[src/pkg/hub_cfg_pkg.sv]
// Operation
// - sample straps on every reset, then apply
// - image valid only if bytes 0x40, 0x1a
// - byte 0x1f checks bytes 0x00..0x1e
// - bad image: use defaults and straps
// - vendor id from bytes 0x02, 0x03
// - product id from bytes 0x04, 0x05
// - release bcd from bytes 0x06, 0x07
// - serial text in 0x08..0x17, max 16
// - serial length from 0x18 limits reported chars
// - port count from 0x1a overrides straps
// - removable map from 0x1c overrides straps
// - attribute bit0 sets indicator support bit7
// - attribute bit1 sets compound bit2
// - attribute bit2 picks 200 or 500 mA
// - straps cut ports from seven to four
// - port strap pair decodes four to seven
// - unusable ports get indicators disabled
// - one configuration, always self powered
// - suspend when the host commands it
// - three straps mark non-removable port runs
// - eeprom sits on shared data, clock pins
package hub_cfg_pkg;
  // ----------------------------------------
  // eeprom image layout
  // ----------------------------------------
  localparam int IMAGE_BYTES = 32;
  localparam logic [4:0] ADDR_VID_LO = 5'h02;
  localparam logic [4:0] ADDR_PID_LO = 5'h04;
  localparam logic [4:0] ADDR_REL_LO = 5'h06;
  localparam logic [4:0] ADDR_SERIAL = 5'h08;
  localparam logic [4:0] ADDR_SERLEN = 5'h18;
  localparam logic [4:0] ADDR_PORTS = 5'h1a;
  localparam logic [4:0] ADDR_REMOV = 5'h1c;
  localparam logic [4:0] ADDR_ATTR = 5'h1e;
  localparam logic [4:0] ADDR_SUM = 5'h1f;
  localparam logic [7:0] CHECK0_VAL = 8'h40;
  localparam logic [7:0] CHECK1_VAL = 8'h1a;
  localparam int SERIAL_MAX = 16;
  localparam int ATTR_IND_BIT = 0;
  localparam int ATTR_COMP_BIT = 1;
  localparam int ATTR_CUR_BIT = 2;
  localparam int HUBCHAR_IND_BIT = 7;
  localparam int HUBCHAR_COMP_BIT = 2;
  localparam logic [9:0] CUR_LOW_MA = 10'h0c8;
  localparam logic [9:0] CUR_HIGH_MA = 10'h1f4;
  localparam logic [2:0] MIN_PORTS = 3'h4;
  localparam logic [7:0] EEPROM_WR = 8'ha0;
  localparam logic [7:0] EEPROM_RD = 8'ha1;
  localparam logic [7:0] EEPROM_START = 8'h00;
  // ----------------------------------------
  // timing
  // ----------------------------------------
  localparam int CLK_NS = 20;
  localparam int I2C_BIT_NS = 10000;
  localparam int QTR_CYC = (I2C_BIT_NS + 4 * CLK_NS - 1) / (4 * CLK_NS);
  // ----------------------------------------
  // wishbone register map
  // ----------------------------------------
  localparam logic [7:0] REG_CTRL = 8'h00;
  localparam logic [7:0] REG_IDS = 8'h04;
  localparam logic [7:0] REG_REL = 8'h08;
  localparam logic [7:0] REG_HUB = 8'h0c;
  localparam logic [7:0] REG_SERLEN = 8'h10;
  localparam logic [7:0] REG_SERIAL = 8'h20;
  localparam int CTRL_DONE_BIT = 0;
  localparam int CTRL_VALID_BIT = 1;
  localparam int CTRL_NACK_BIT = 2;
  localparam int CTRL_SUSP_BIT = 3;
  localparam int CTRL_RELOAD_BIT = 0;
  localparam int HUB_SELF_BIT = 26;
  localparam logic [2:0] NUM_CONFIGS = 3'h1;

  typedef enum logic [2:0] {
    ST_STRAP, ST_START, ST_TX, ST_RX, ST_STOP, ST_EVAL, ST_DONE
  } load_state_t;
endpackage : hub_cfg_pkg

[src/rtl/hub_descriptor_config_loader.sv]
module hub_descriptor_config_loader #(
  parameter logic [15:0] DEF_VENDOR = 16'h0001, // arbitrary value
  parameter logic [15:0] DEF_PRODUCT = 16'h0002, // arbitrary value
  parameter logic [15:0] DEF_BCD = 16'h0100, // arbitrary value
  parameter int QTR_CYCLES = hub_cfg_pkg::QTR_CYC // mclk per quarter bit
) (
  input wire logic mclk,
  input wire logic reset_n,
  input wire logic wb_cyc_i,
  input wire logic wb_stb_i,
  input wire logic wb_we_i,
  input wire logic [7:0] wb_adr_i,
  input wire logic [31:0] wb_dat_i,
  input wire logic [3:0] wb_sel_i,
  output logic [31:0] wb_dat_o,
  output logic wb_ack_o,
  input wire logic portCountStrapHigh,
  input wire logic portCountStrapLow,
  input wire logic nonremovableStrapBit2,
  input wire logic nonremovableStrapBit1,
  input wire logic nonremovableStrapBit0,
  input wire logic serialDataIn,
  output logic serialDataOut,
  output logic serialDataOe,
  output logic portOneIndicatorOrSerialClockOut,
  output logic portOneIndicatorOrSerialClockOe,
  input wire logic suspendCmd,
  input wire logic [7:1] indicatorReq,
  output logic configDone,
  output logic imageValid,
  output logic [15:0] vendorId,
  output logic [15:0] productId,
  output logic [15:0] bcdDevice,
  output logic [7:0] nbrPorts,
  output logic [7:0] deviceRemovable,
  output logic [15:0] hubCharacteristics,
  output logic [9:0] hubContrCurrent,
  output logic [7:1] ledEnable,
  output logic [7:1] indicatorDrive,
  output logic lowPower
);
  // ----------------------------------------
  // state
  // ----------------------------------------
  hub_cfg_pkg::load_state_t state_q;
  logic [4:0] strapMeta_q, strapSync_q, strapCap_q;
  logic sdaMeta_q, sdaSync_q;
  logic [1:0] waitCnt_q, phase_q, step_q;
  logic [7:0] qtrCnt_q, shift_q, xorAcc_q;
  logic [3:0] bitCnt_q;
  logic [4:0] byteIdx_q;
  logic ackBit_q, nack_q, valid_q, done_q;
  logic sclLow_q, sdaLow_q, sclLowD, sdaLowD;
  logic [7:0] image [0:hub_cfg_pkg::IMAGE_BYTES-1];
  logic [15:0] vid_q, pid_q, bcd_q, hubChar_q;
  logic [7:0] ports_q, remov_q, serLen_q;
  logic [9:0] cur_q;
  logic [7:1] led_q, drive_q;
  logic susp_q, ack_q;
  logic [31:0] dat_q, rdData;
  logic busy, tick, validNow, wbTake, reload;
  logic [7:0] strapRemov;
  logic [2:0] strapPorts;
  logic [7:0] imgXor;

  // ----------------------------------------
  // pin synchronisers
  // ----------------------------------------
  // two flops on the strap pins and the serial data pin
  always_ff @(posedge mclk) begin
    if (!reset_n) begin
      strapMeta_q <= 5'h1f;
      strapSync_q <= 5'h1f;
      sdaMeta_q <= 1'b1;
      sdaSync_q <= 1'b1;
    end else begin
      strapMeta_q <= {portCountStrapHigh, portCountStrapLow,
        nonremovableStrapBit2, nonremovableStrapBit1,
        nonremovableStrapBit0};
      strapSync_q <= strapMeta_q;
      sdaMeta_q <= serialDataIn;
      sdaSync_q <= sdaMeta_q;
    end
  end

  always_ff @(posedge mclk) begin
    if (!reset_n) begin
      strapCap_q <= 5'h1f;
    end else if (state_q == hub_cfg_pkg::ST_STRAP && waitCnt_q == 2'h3) begin
      strapCap_q <= strapSync_q;
    end
  end

  // port pair decode, low tie counts as zero
  assign strapPorts = hub_cfg_pkg::MIN_PORTS +
    {1'b0, strapCap_q[3], strapCap_q[4]};

  always_comb begin
    case (~strapCap_q[2:0])
      3'h0: strapRemov = 8'h00;
      3'h1: strapRemov = 8'h04;
      3'h2: strapRemov = 8'h0c;
      3'h3: strapRemov = 8'h0e;
      3'h4: strapRemov = 8'h1e;
      3'h5: strapRemov = 8'h3e;
      3'h6: strapRemov = 8'h7e;
      default: strapRemov = 8'hfe;
    endcase
  end

  // ----------------------------------------
  // bit timing
  // ----------------------------------------
  assign busy = state_q == hub_cfg_pkg::ST_START ||
    state_q == hub_cfg_pkg::ST_TX || state_q == hub_cfg_pkg::ST_RX ||
    state_q == hub_cfg_pkg::ST_STOP;
  assign tick = qtrCnt_q == 8'(QTR_CYCLES - 1);

  // quarter-bit counter and phase
  always_ff @(posedge mclk) begin
    if (!reset_n || reload || !busy) begin
      qtrCnt_q <= 8'h00;
      phase_q <= 2'h0;
    end else if (tick) begin
      qtrCnt_q <= 8'h00;
      phase_q <= phase_q + 2'h1;
    end else begin
      qtrCnt_q <= qtrCnt_q + 8'h01;
    end
  end

  // line levels per state and phase
  always_comb begin
    sclLowD = 1'b0;
    sdaLowD = 1'b0;
    case (state_q)
      hub_cfg_pkg::ST_START: begin
        sclLowD = phase_q == 2'h0 || phase_q == 2'h3;
        sdaLowD = phase_q[1];
      end
      hub_cfg_pkg::ST_TX: begin
        sclLowD = phase_q == 2'h0 || phase_q == 2'h3;
        sdaLowD = bitCnt_q != 4'h8 && !shift_q[7];
      end
      hub_cfg_pkg::ST_RX: begin
        sclLowD = phase_q == 2'h0 || phase_q == 2'h3;
        sdaLowD = bitCnt_q == 4'h8 && byteIdx_q != 5'h1f;
      end
      hub_cfg_pkg::ST_STOP: begin
        sclLowD = phase_q == 2'h0;
        sdaLowD = !phase_q[1];
      end
      default: begin
        sclLowD = 1'b0;
        sdaLowD = 1'b0;
      end
    endcase
  end

  // open-drain drivers
  always_ff @(posedge mclk) begin
    if (!reset_n) begin
      sclLow_q <= 1'b0;
      sdaLow_q <= 1'b0;
    end else begin
      sclLow_q <= sclLowD;
      sdaLow_q <= sdaLowD;
    end
  end

  assign serialDataOut = 1'b0;
  assign serialDataOe = sdaLow_q;
  assign portOneIndicatorOrSerialClockOut = 1'b0;
  assign portOneIndicatorOrSerialClockOe = sclLow_q;

  // ----------------------------------------
  // load sequencer
  // ----------------------------------------
  // sequential read of the whole image
  always_ff @(posedge mclk) begin
    if (!reset_n || reload) begin
      state_q <= hub_cfg_pkg::ST_STRAP;
      waitCnt_q <= 2'h0;
      step_q <= 2'h0;
      bitCnt_q <= 4'h0;
      byteIdx_q <= 5'h00;
      shift_q <= 8'h00;
      xorAcc_q <= 8'h00;
      ackBit_q <= 1'b1;
      nack_q <= 1'b0;
      valid_q <= 1'b0;
      done_q <= 1'b0;
    end else begin
      case (state_q)
        hub_cfg_pkg::ST_STRAP: begin
          waitCnt_q <= waitCnt_q + 2'h1;
          if (waitCnt_q == 2'h3) begin
            state_q <= hub_cfg_pkg::ST_START;
          end
        end
        hub_cfg_pkg::ST_START: begin
          if (tick && phase_q == 2'h3) begin
            state_q <= hub_cfg_pkg::ST_TX;
            bitCnt_q <= 4'h0;
            shift_q <= step_q == 2'h2 ? hub_cfg_pkg::EEPROM_RD
                                      : hub_cfg_pkg::EEPROM_WR;
          end
        end
        hub_cfg_pkg::ST_TX: begin
          if (tick && phase_q == 2'h2) begin
            ackBit_q <= sdaSync_q;
          end
          if (tick && phase_q == 2'h3) begin
            if (bitCnt_q != 4'h8) begin
              bitCnt_q <= bitCnt_q + 4'h1;
              shift_q <= {shift_q[6:0], 1'b0};
            end else if (ackBit_q) begin
              nack_q <= 1'b1;
              state_q <= hub_cfg_pkg::ST_STOP;
            end else begin
              bitCnt_q <= 4'h0;
              step_q <= step_q + 2'h1;
              case (step_q)
                2'h0: shift_q <= hub_cfg_pkg::EEPROM_START;
                2'h1: state_q <= hub_cfg_pkg::ST_START;
                default: state_q <= hub_cfg_pkg::ST_RX;
              endcase
            end
          end
        end
        hub_cfg_pkg::ST_RX: begin
          if (tick && phase_q == 2'h2 && bitCnt_q != 4'h8) begin
            shift_q <= {shift_q[6:0], sdaSync_q};
          end
          if (tick && phase_q == 2'h3) begin
            if (bitCnt_q != 4'h8) begin
              bitCnt_q <= bitCnt_q + 4'h1;
            end else begin
              bitCnt_q <= 4'h0;
              byteIdx_q <= byteIdx_q + 5'h01;
              if (byteIdx_q != hub_cfg_pkg::ADDR_SUM) begin
                xorAcc_q <= xorAcc_q ^ shift_q;
              end else begin
                state_q <= hub_cfg_pkg::ST_STOP;
              end
            end
          end
        end
        hub_cfg_pkg::ST_STOP: begin
          if (tick && phase_q == 2'h3) begin
            state_q <= hub_cfg_pkg::ST_EVAL;
          end
        end
        hub_cfg_pkg::ST_EVAL: begin
          valid_q <= validNow;
          done_q <= 1'b1;
          state_q <= hub_cfg_pkg::ST_DONE;
        end
        hub_cfg_pkg::ST_DONE: begin
          done_q <= 1'b1;
        end
        default: begin
          state_q <= hub_cfg_pkg::ST_STRAP;
        end
      endcase
    end
  end

  // image store, one byte per ack slot
  always_ff @(posedge mclk) begin
    if (state_q == hub_cfg_pkg::ST_RX && tick && phase_q == 2'h3 &&
        bitCnt_q == 4'h8) begin
      image[byteIdx_q] <= shift_q;
    end
  end

  // check bytes and checksum gate the image
  assign validNow = !nack_q && image[0] == hub_cfg_pkg::CHECK0_VAL &&
    image[1] == hub_cfg_pkg::CHECK1_VAL &&
    xorAcc_q == image[hub_cfg_pkg::ADDR_SUM];

  // independent xor of the stored bytes, for the checks
  always_comb begin
    imgXor = 8'h00;
    for (int i = 0; i < hub_cfg_pkg::IMAGE_BYTES - 1; i++) begin
      imgXor = imgXor ^ image[i];
    end
  end

  // ----------------------------------------
  // descriptor values
  // ----------------------------------------
  // defaults, with port count and removable map from straps, unless image passed every check
  always_ff @(posedge mclk) begin
    if (!reset_n) begin
      vid_q <= DEF_VENDOR;
      pid_q <= DEF_PRODUCT;
      bcd_q <= DEF_BCD;
      ports_q <= 8'h07;
      remov_q <= 8'h00;
      serLen_q <= 8'h00;
      hubChar_q <= 16'h0000;
      cur_q <= hub_cfg_pkg::CUR_LOW_MA;
    end else if (state_q == hub_cfg_pkg::ST_EVAL) begin
      if (validNow) begin
        vid_q <= {image[hub_cfg_pkg::ADDR_VID_LO + 5'h01],
                  image[hub_cfg_pkg::ADDR_VID_LO]};
        pid_q <= {image[hub_cfg_pkg::ADDR_PID_LO + 5'h01],
                  image[hub_cfg_pkg::ADDR_PID_LO]};
        bcd_q <= {image[hub_cfg_pkg::ADDR_REL_LO + 5'h01],
                  image[hub_cfg_pkg::ADDR_REL_LO]};
        ports_q <= image[hub_cfg_pkg::ADDR_PORTS];
        remov_q <= image[hub_cfg_pkg::ADDR_REMOV] & 8'hfe;
        serLen_q <= image[hub_cfg_pkg::ADDR_SERLEN];
        hubChar_q <= 16'h0000;
        hubChar_q[hub_cfg_pkg::HUBCHAR_IND_BIT] <=
          image[hub_cfg_pkg::ADDR_ATTR][hub_cfg_pkg::ATTR_IND_BIT];
        hubChar_q[hub_cfg_pkg::HUBCHAR_COMP_BIT] <=
          image[hub_cfg_pkg::ADDR_ATTR][hub_cfg_pkg::ATTR_COMP_BIT];
        cur_q <= image[hub_cfg_pkg::ADDR_ATTR][hub_cfg_pkg::ATTR_CUR_BIT]
          ? hub_cfg_pkg::CUR_HIGH_MA : hub_cfg_pkg::CUR_LOW_MA;
      end else begin
        vid_q <= DEF_VENDOR;
        pid_q <= DEF_PRODUCT;
        bcd_q <= DEF_BCD;
        ports_q <= {5'h00, strapPorts};
        remov_q <= strapRemov;
        serLen_q <= 8'h00;
        hubChar_q <= 16'h0000;
        cur_q <= hub_cfg_pkg::CUR_LOW_MA;
      end
    end
  end

  always_ff @(posedge mclk) begin
    if (!reset_n || reload) begin
      led_q <= 7'h00;
    end else if (state_q == hub_cfg_pkg::ST_DONE) begin
      for (int n = 1; n <= 7; n++) begin
        led_q[n] <= 8'(n) <= ports_q && !(remov_q[n] && !valid_q);
      end
    end
  end

  // indicator requests act only when supported
  always_ff @(posedge mclk) begin
    if (!reset_n) begin
      drive_q <= 7'h00;
      susp_q <= 1'b0;
    end else begin
      drive_q <= hubChar_q[hub_cfg_pkg::HUBCHAR_IND_BIT] && !susp_q
        ? indicatorReq & led_q : 7'h00;
      susp_q <= suspendCmd;
    end
  end

  // ----------------------------------------
  // wishbone slave
  // ----------------------------------------
  assign wbTake = wb_cyc_i && wb_stb_i && !ack_q;
  assign reload = wbTake && wb_we_i && wb_sel_i[0] &&
    wb_adr_i == hub_cfg_pkg::REG_CTRL &&
    wb_dat_i[hub_cfg_pkg::CTRL_RELOAD_BIT];

  // read mux, serial chars past the length read zero
  always_comb begin
    rdData = 32'h0000_0000;
    case (wb_adr_i)
      hub_cfg_pkg::REG_CTRL: begin
        rdData[hub_cfg_pkg::CTRL_DONE_BIT] = done_q;
        rdData[hub_cfg_pkg::CTRL_VALID_BIT] = valid_q;
        rdData[hub_cfg_pkg::CTRL_NACK_BIT] = nack_q;
        rdData[hub_cfg_pkg::CTRL_SUSP_BIT] = susp_q;
      end
      hub_cfg_pkg::REG_IDS: rdData = {pid_q, vid_q};
      hub_cfg_pkg::REG_REL: rdData = {remov_q, ports_q, bcd_q};
      hub_cfg_pkg::REG_HUB: begin
        rdData = {1'b0, hub_cfg_pkg::NUM_CONFIGS, 2'h0, cur_q, hubChar_q};
        rdData[hub_cfg_pkg::HUB_SELF_BIT] = 1'b1;
      end
      hub_cfg_pkg::REG_SERLEN: rdData = {24'h000000, serLen_q};
      default: begin
        // serial text, four chars a word
        if (wb_adr_i[7:4] == hub_cfg_pkg::REG_SERIAL[7:4] && valid_q) begin
          for (int j = 0; j < 4; j++) begin
            if (8'({wb_adr_i[3:2], 2'(j)}) < serLen_q) begin
              rdData[8*j +: 8] = image[hub_cfg_pkg::ADDR_SERIAL +
                5'({wb_adr_i[3:2], 2'(j)})];
            end
          end
        end
      end
    endcase
  end

  // registered one-cycle ack
  always_ff @(posedge mclk) begin
    if (!reset_n) begin
      ack_q <= 1'b0;
      dat_q <= 32'h0000_0000;
    end else begin
      ack_q <= wbTake;
      if (wbTake) begin
        dat_q <= rdData;
      end
    end
  end

  assign wb_ack_o = ack_q;
  assign wb_dat_o = dat_q;
  assign configDone = done_q;
  assign imageValid = valid_q;
  assign vendorId = vid_q;
  assign productId = pid_q;
  assign bcdDevice = bcd_q;
  assign nbrPorts = ports_q;
  assign deviceRemovable = remov_q;
  assign hubCharacteristics = hubChar_q;
  assign hubContrCurrent = cur_q;
  assign ledEnable = led_q;
  assign indicatorDrive = drive_q;
  assign lowPower = susp_q;
endmodule : hub_descriptor_config_loader

[config.mk]
export PLATFORM = sky130hd
export DESIGN_NAME = hub_descriptor_config_loader
export DESIGN_NICKNAME = d
export VERILOG_FILES = /design/src/pkg/hub_cfg_pkg.sv /design/src/rtl/hub_descriptor_config_loader.sv
export SDC_FILE = /design/constraint.sdc
export NUM_CORES = 1
export LEC_CHECK = 0
export BUFFER_PORTS_ARGS = -buffer_cell sky130_fd_sc_hd__buf_2
export CAP_MARGIN = 20
export CORE_ASPECT_RATIO = 0.5
export CORE_MARGIN = 3
export CORE_UTILIZATION = 30
export CTS_CLUSTER_DIAMETER = 50
export DETAILED_ROUTE_END_ITERATION = 12
export PLACE_DENSITY = 0.49
export SYNTH_ARGS = -nofsm -noshare
export SYNTH_HDL_FRONTEND = slang
export SYNTH_SLANG_ARGS = --single-unit
[constraint.sdc]
create_clock -name mclk -period 5.8 [get_ports mclk]
set_clock_uncertainty 0.1 [all_clocks]
set_input_delay 0.58 -clock mclk [delete_from_list [all_inputs] [get_ports mclk]]
set_output_delay 0.58 -clock mclk [all_outputs]
set_load 0.01 [all_outputs]
* After elaboration in Yosys (flattened, before gate mapping)
Memories as Yosys holds them, arrays and structs flattened.
Cells that the tools add are included.
** Operators by class
- Add/subtract/negate cells :: 11
- Magnitude comparators :: 11
- Equality and inequality tests :: 41
- Multiplexer cells :: 47
- Bitwise gates (word level) :: 6
- Reductions and logical operators :: 73
** Operators with widths (number)
- $pmux 28 s5 :: 1
- $mux 8 :: 14
- $pmux 8 s7 :: 1
- $mux 16 :: 3
- $logic_and 1x1->1 :: 34
- $le 3x8->1 const A :: 4
- $lt 4x8->1 :: 4
- $mux 32 :: 1
- $mux 3 :: 9
- $mux 4 :: 6
- $pmux 8 s3 :: 1
- $pmux 3 s7 :: 1
- $add 4x4->5 const A :: 4
- $pmux 4 s5 :: 1
- $eq 3x3->1 const B :: 6
- $mux 9 :: 2
- $eq 8x4->1 const B :: 2
- $eq 8x5->1 const B :: 2
- $eq 8x7->1 const B :: 2
- $le 2x8->1 const A :: 2
- $logic_not 1->1 :: 15
- $eq 3x2->1 const B :: 4
- $pmux 4 s3 :: 1
- $reduce_and 4->1 :: 3
- 40 further kinds :: 66
** Word-level totals
- Bits in registers :: 211
- Bits in writable memories :: 256
- Output and inout port bits :: 144
- Memories kept :: 1
** Memory list
- image :: words 32, width 8, rd ports 17, clocked after memory_dff 0, write ports 1, line hub_descriptor_config_loader.sv:54 : logic [7:0] image [0:hub_cfg_pkg::IMAGE_BYTES-1];

* Longest topological paths before layout
- Depth in word-level cells :: 9
- Mapped depth :: 9

* Worst setup path after synthesis
Ideal clock, no wire load.
- Path type :: register to register
- From :: reg bitCnt_q[0]
- To :: mem image[0][0] (enable)
- Arrival :: 2.003 ns
- Slack :: 3.327 ns
- Stages on the path, launching flop included :: 8
- Buffers on the path :: 1
- Period minus slack after synthesis :: 2.473 ns
- Path through :: dfxtp_1 -> inv_1 -> ha_1 -> nand3b_1 -> nor4_4 -> buf_4 -> nand2_1 -> nor2_1
** Between the ends
- Cells in the longest elaborated chain, start to end :: 4
** Ends and longest elaborated chain
- start: declaration :: line hub_descriptor_config_loader.sv:50 : logic [3:0] bitCnt_q;
- start signal: assignment :: line hub_descriptor_config_loader.sv:215 : bitCnt_q <= bitCnt_q + 4'h1;
- start signal: assignment :: line hub_descriptor_config_loader.sv:237 : bitCnt_q <= bitCnt_q + 4'h1;
- $eq 4x4->1 :: line hub_descriptor_config_loader.sv:272 : bitCnt_q == 4'h8) begin
- $logic_and 1x1->1 :: line hub_descriptor_config_loader.sv:271 : if (state_q == hub_cfg_pkg::ST_RX && tick && phase_q == 2'h3 &&
- $mux 1 :: line hub_descriptor_config_loader.sv:271
- $mux 1 (not written as such) :: line hub_descriptor_config_loader.sv:273 : image[byteIdx_q] <= shift_q;
- end: declaration :: line hub_descriptor_config_loader.sv:54
No other way between the ends.

* Final worst setup path
- From :: reg bitCnt_q[0]
- To :: mem image[4][7] (enable)
The elaborated chain is that of the path after synthesis.

==> out/results.txt <==
Worst setup path endpoint - image[4][7]$_DFFE_PP_
Cells after Synth - 1198
RSZ-0062 raised after global routing - no
Slack of the critical path - 2.31 ns
Critical path startpoint - bitCnt_q[0]$_SDFFE_PP0P_
Area Overhead vs Synth - 16.3%
Detail Route Antenna Nets - 0
Net count, final - 1419
Post-CTS Setup Repair Bufs - 0
Post-CTS Hold Fix Bufs - 0
EDFF count, synth - 226
Worst r2r src - bitCnt_q[0]$_SDFFE_PP0P_
Drt wl/cell - 21.3 microns
Core area - 52300 sq um
Cell Pwr Density - 324 nW/um^2
First-pass GRT wire length - 65600 microns
Worst slew pin tran - 1.12 ns
Slew HR - 24.8%
Initial Util - 30.6%
Synth top area share - 42.4%
Ys async rst share - 0%
CP max FO - 11
Routed vias - 10385
DRT iter0 DRCs - 858
RR Endpoint - image[4][7]$_DFFE_PP_
Layout cells sized above 1 - 20.7%
Die Ht - 169 microns
Setup TNS - 0 ns
Psw - 1.40 mW
CTS Buffer Depth - 3
Ys flop type - edfxtp_1
CTS resizes - 0
YS warnings - 0
Synth cell types - 73
Synth Cell Area - 16000 sq um
WHS - 0.116 ns
Internal - 4.63 mW
Sequential Power Share - 52.6%
Reg2reg path depth - 6
Total gr overflow - 0
Final hold vios - 0
Largest net degree at the start of global routing - 62
Placed instance area - 17400 sq um
Row count - 59
Die X - 333 microns
Fraction of power spent switching nets - 23.2%
Root buffer cell - clkbuf_16
Worst Hold Class - in -> reg
Post-Syn Area per Cell - 13.4 sq um
Via density - 5.01
Num CTS Buffers - 41
Comb power frac - 5.2%
Cell taking the most area after synthesis - edfxtp_1
Clock share of power - 42.2%
# DRC - 0
Tmin final - 3.49 ns
Placer Congestion - 0.819
Worst EP required - 5.86 ns
Worst setup SP type - flop
Critical Path AT - 3.55 ns
Total track usage - 15.3%
Static leakage - 6.78 nW
Internal reg-to-reg setup slack - 2.31 ns
Max cap viols - 0
I/O Pins - 207
Antenna diode count - 0
Final instance area - 18600 sq um
H-tree lvl count - 2
Post-detail-place hpwl - 29300 microns
Commonest non-fill, non-tap cell in the layout - edfxtp_1
Die ar. - 56300 sq um
Routed WL - 44100 microns
Synthesis-stage register bit count - 414
Clock Sinks - 414
CP Capture Type - flop
Worst-path clk slew - 0.06 ns
Pre-CTS WS - 2.24 ns
VDD IR-drop max - 206 uV
Vias in the first global route - 10403
Max-slew violations - 0
Post-synthesis sequential area ratio - 65.9%
Clock latency on the worst-skew pair - 0.55 ns
Final setup fails - 0
TritonCTS clock tree - yes
Largest cells by area after synthesis - edfxtp_1 (42%), dfxtp_1 (24%), mux4_2 (4.6%)
Status - finished, final reports clean
Pre-antenna DRT Iters - 5
Critical path class - reg -> reg
Max Clock Freq - 286 MHz
Period utilization - 60.2%
Port Buffers - 150
Initial antenna violation count - 0
Most frequent cells in the layout - edfxtp_1 (226), dfxtp_1 (184), buf_2 (150)
metal layers:
metal	wire length, microns	GRT usage, %
met5	0	0
met4	1030	4.33
met3	1810	2.27
met2	21500	26.3
met1	19700	20.1
worst max-delay path: stages (launching register included):
cell and delay [ns]:
dfxtp_1 0.34, inv_1 0.06, ha_1 0.16, nand3b_1 0.32
nor4_4 0.84, nand2_1 0.46, nor2_1 0.83
how the worst min path moves through the flow:
stage / startpoint / end / slack, ns / depth (start not counted)
after floorplan: sdaMeta_q$_SDFF_PN1_ / sdaSync_q$_SDFF_PN1_ / 0.29 / 1
after global placement: sdaMeta_q$_SDFF_PN1_ / sdaSync_q$_SDFF_PN1_ / 0.29 / 1
after detailed placement: sdaMeta_q$_SDFF_PN1_ / sdaSync_q$_SDFF_PN1_ / 0.30 / 1
after CTS: nonremovableStrapBit2 / strapMeta_q[2]$_SDFF_PN1_ / 0.09 / 2
after global routing: nonremovableStrapBit2 / strapMeta_q[2]$_SDFF_PN1_ / 0.1 / 2
final: nonremovableStrapBit2 / strapMeta_q[2]$_SDFF_PN1_ / 0.12 / 2
final cells by class:
class / instances / area, sq um
repair buffers: 168 / 898
multi-input cells: 688 / 4930
inverters: 24 / 90.1
well taps: 701 / 877
clock inverters: 22 / 116
flip-flops and latches: 414 / 10600
clock buffers: 54 / 1150
fillers: 5047 / 33700
through the flow:
step | power [mW] | utilization, % | std cells
floorplan | 3.44 | - | 1218
global placement | 3.54 | 33.1 | 1994
detailed placement | 3.55 | 33.2 | 1995
CTS | 6.08 | 35.6 | 2071
global route | 6.24 | 35.6 | 2071
finish | 6.02 | 35.6 | 2071
sequential cells by signal, summed over array words and instances, names as in the netlist, 3 cells and up:
signal           flops
image              226
wb_dat_o            32
bcdDevice           16
productId           16
vendorId            16
nbrPorts             8
qtrCnt_q             8
serLen_q             8
shift_q              8
xorAcc_q             8
deviceRemovable      7
indicatorDrive       7
ledEnable            7
byteIdx_q            5
strapCap_q           5
strapMeta_q          5
strapSync_q          5
bitCnt_q             4
state_q              3
cell families (layout without fill, tap and decap cells):
kind of cell,count (synthesis),count (layout),synth area share [%]
compound gates,250,250,11.2
xor+xnor,27,27,1.48
fa+ha+maj,19,19,1.49
buf+inv,116,268,3.85
flops,414,414,65.9
mux,41,41,5.14
other cells,2,22,0.0469
simple gates,329,329,10.9
power groups by stage:
stage,registers [mW],clock network (mW),logic (mW)
finish,3.17,2.54,0.314
global route,3.17,2.72,0.348
CTS,3.17,2.60,0.317
detailed placement,3.23,0,0.316
global placement,3.23,0,0.309
floorplan,3.22,0,0.228
synthesized netlist by cell type (5+ instances only):
library cell,n
nor2b_1,6
a21oi_1,47
nor3_1,12
inv_1,23
a311oi_1,7
clkbuf_1,43
edfxtp_1,226
nand4_1,8
mux2i_1,8
o21ai_0,45
nor2_1,92
buf_4,32
a22o_1,60
nand3b_1,13
a221oi_1,17
nand2b_1,15
or3_1,6
nand2_1,62
nand3_1,57
buf_2,5
mux4_2,33
buf_6,7
dfxtp_1,188
a22oi_1,12
a31o_1,5
a31oi_1,18
and3_1,23
xnor2_1,11
xor2_1,16
ha_1,19
Note: power is estimated with default switching activity, not from simulation.
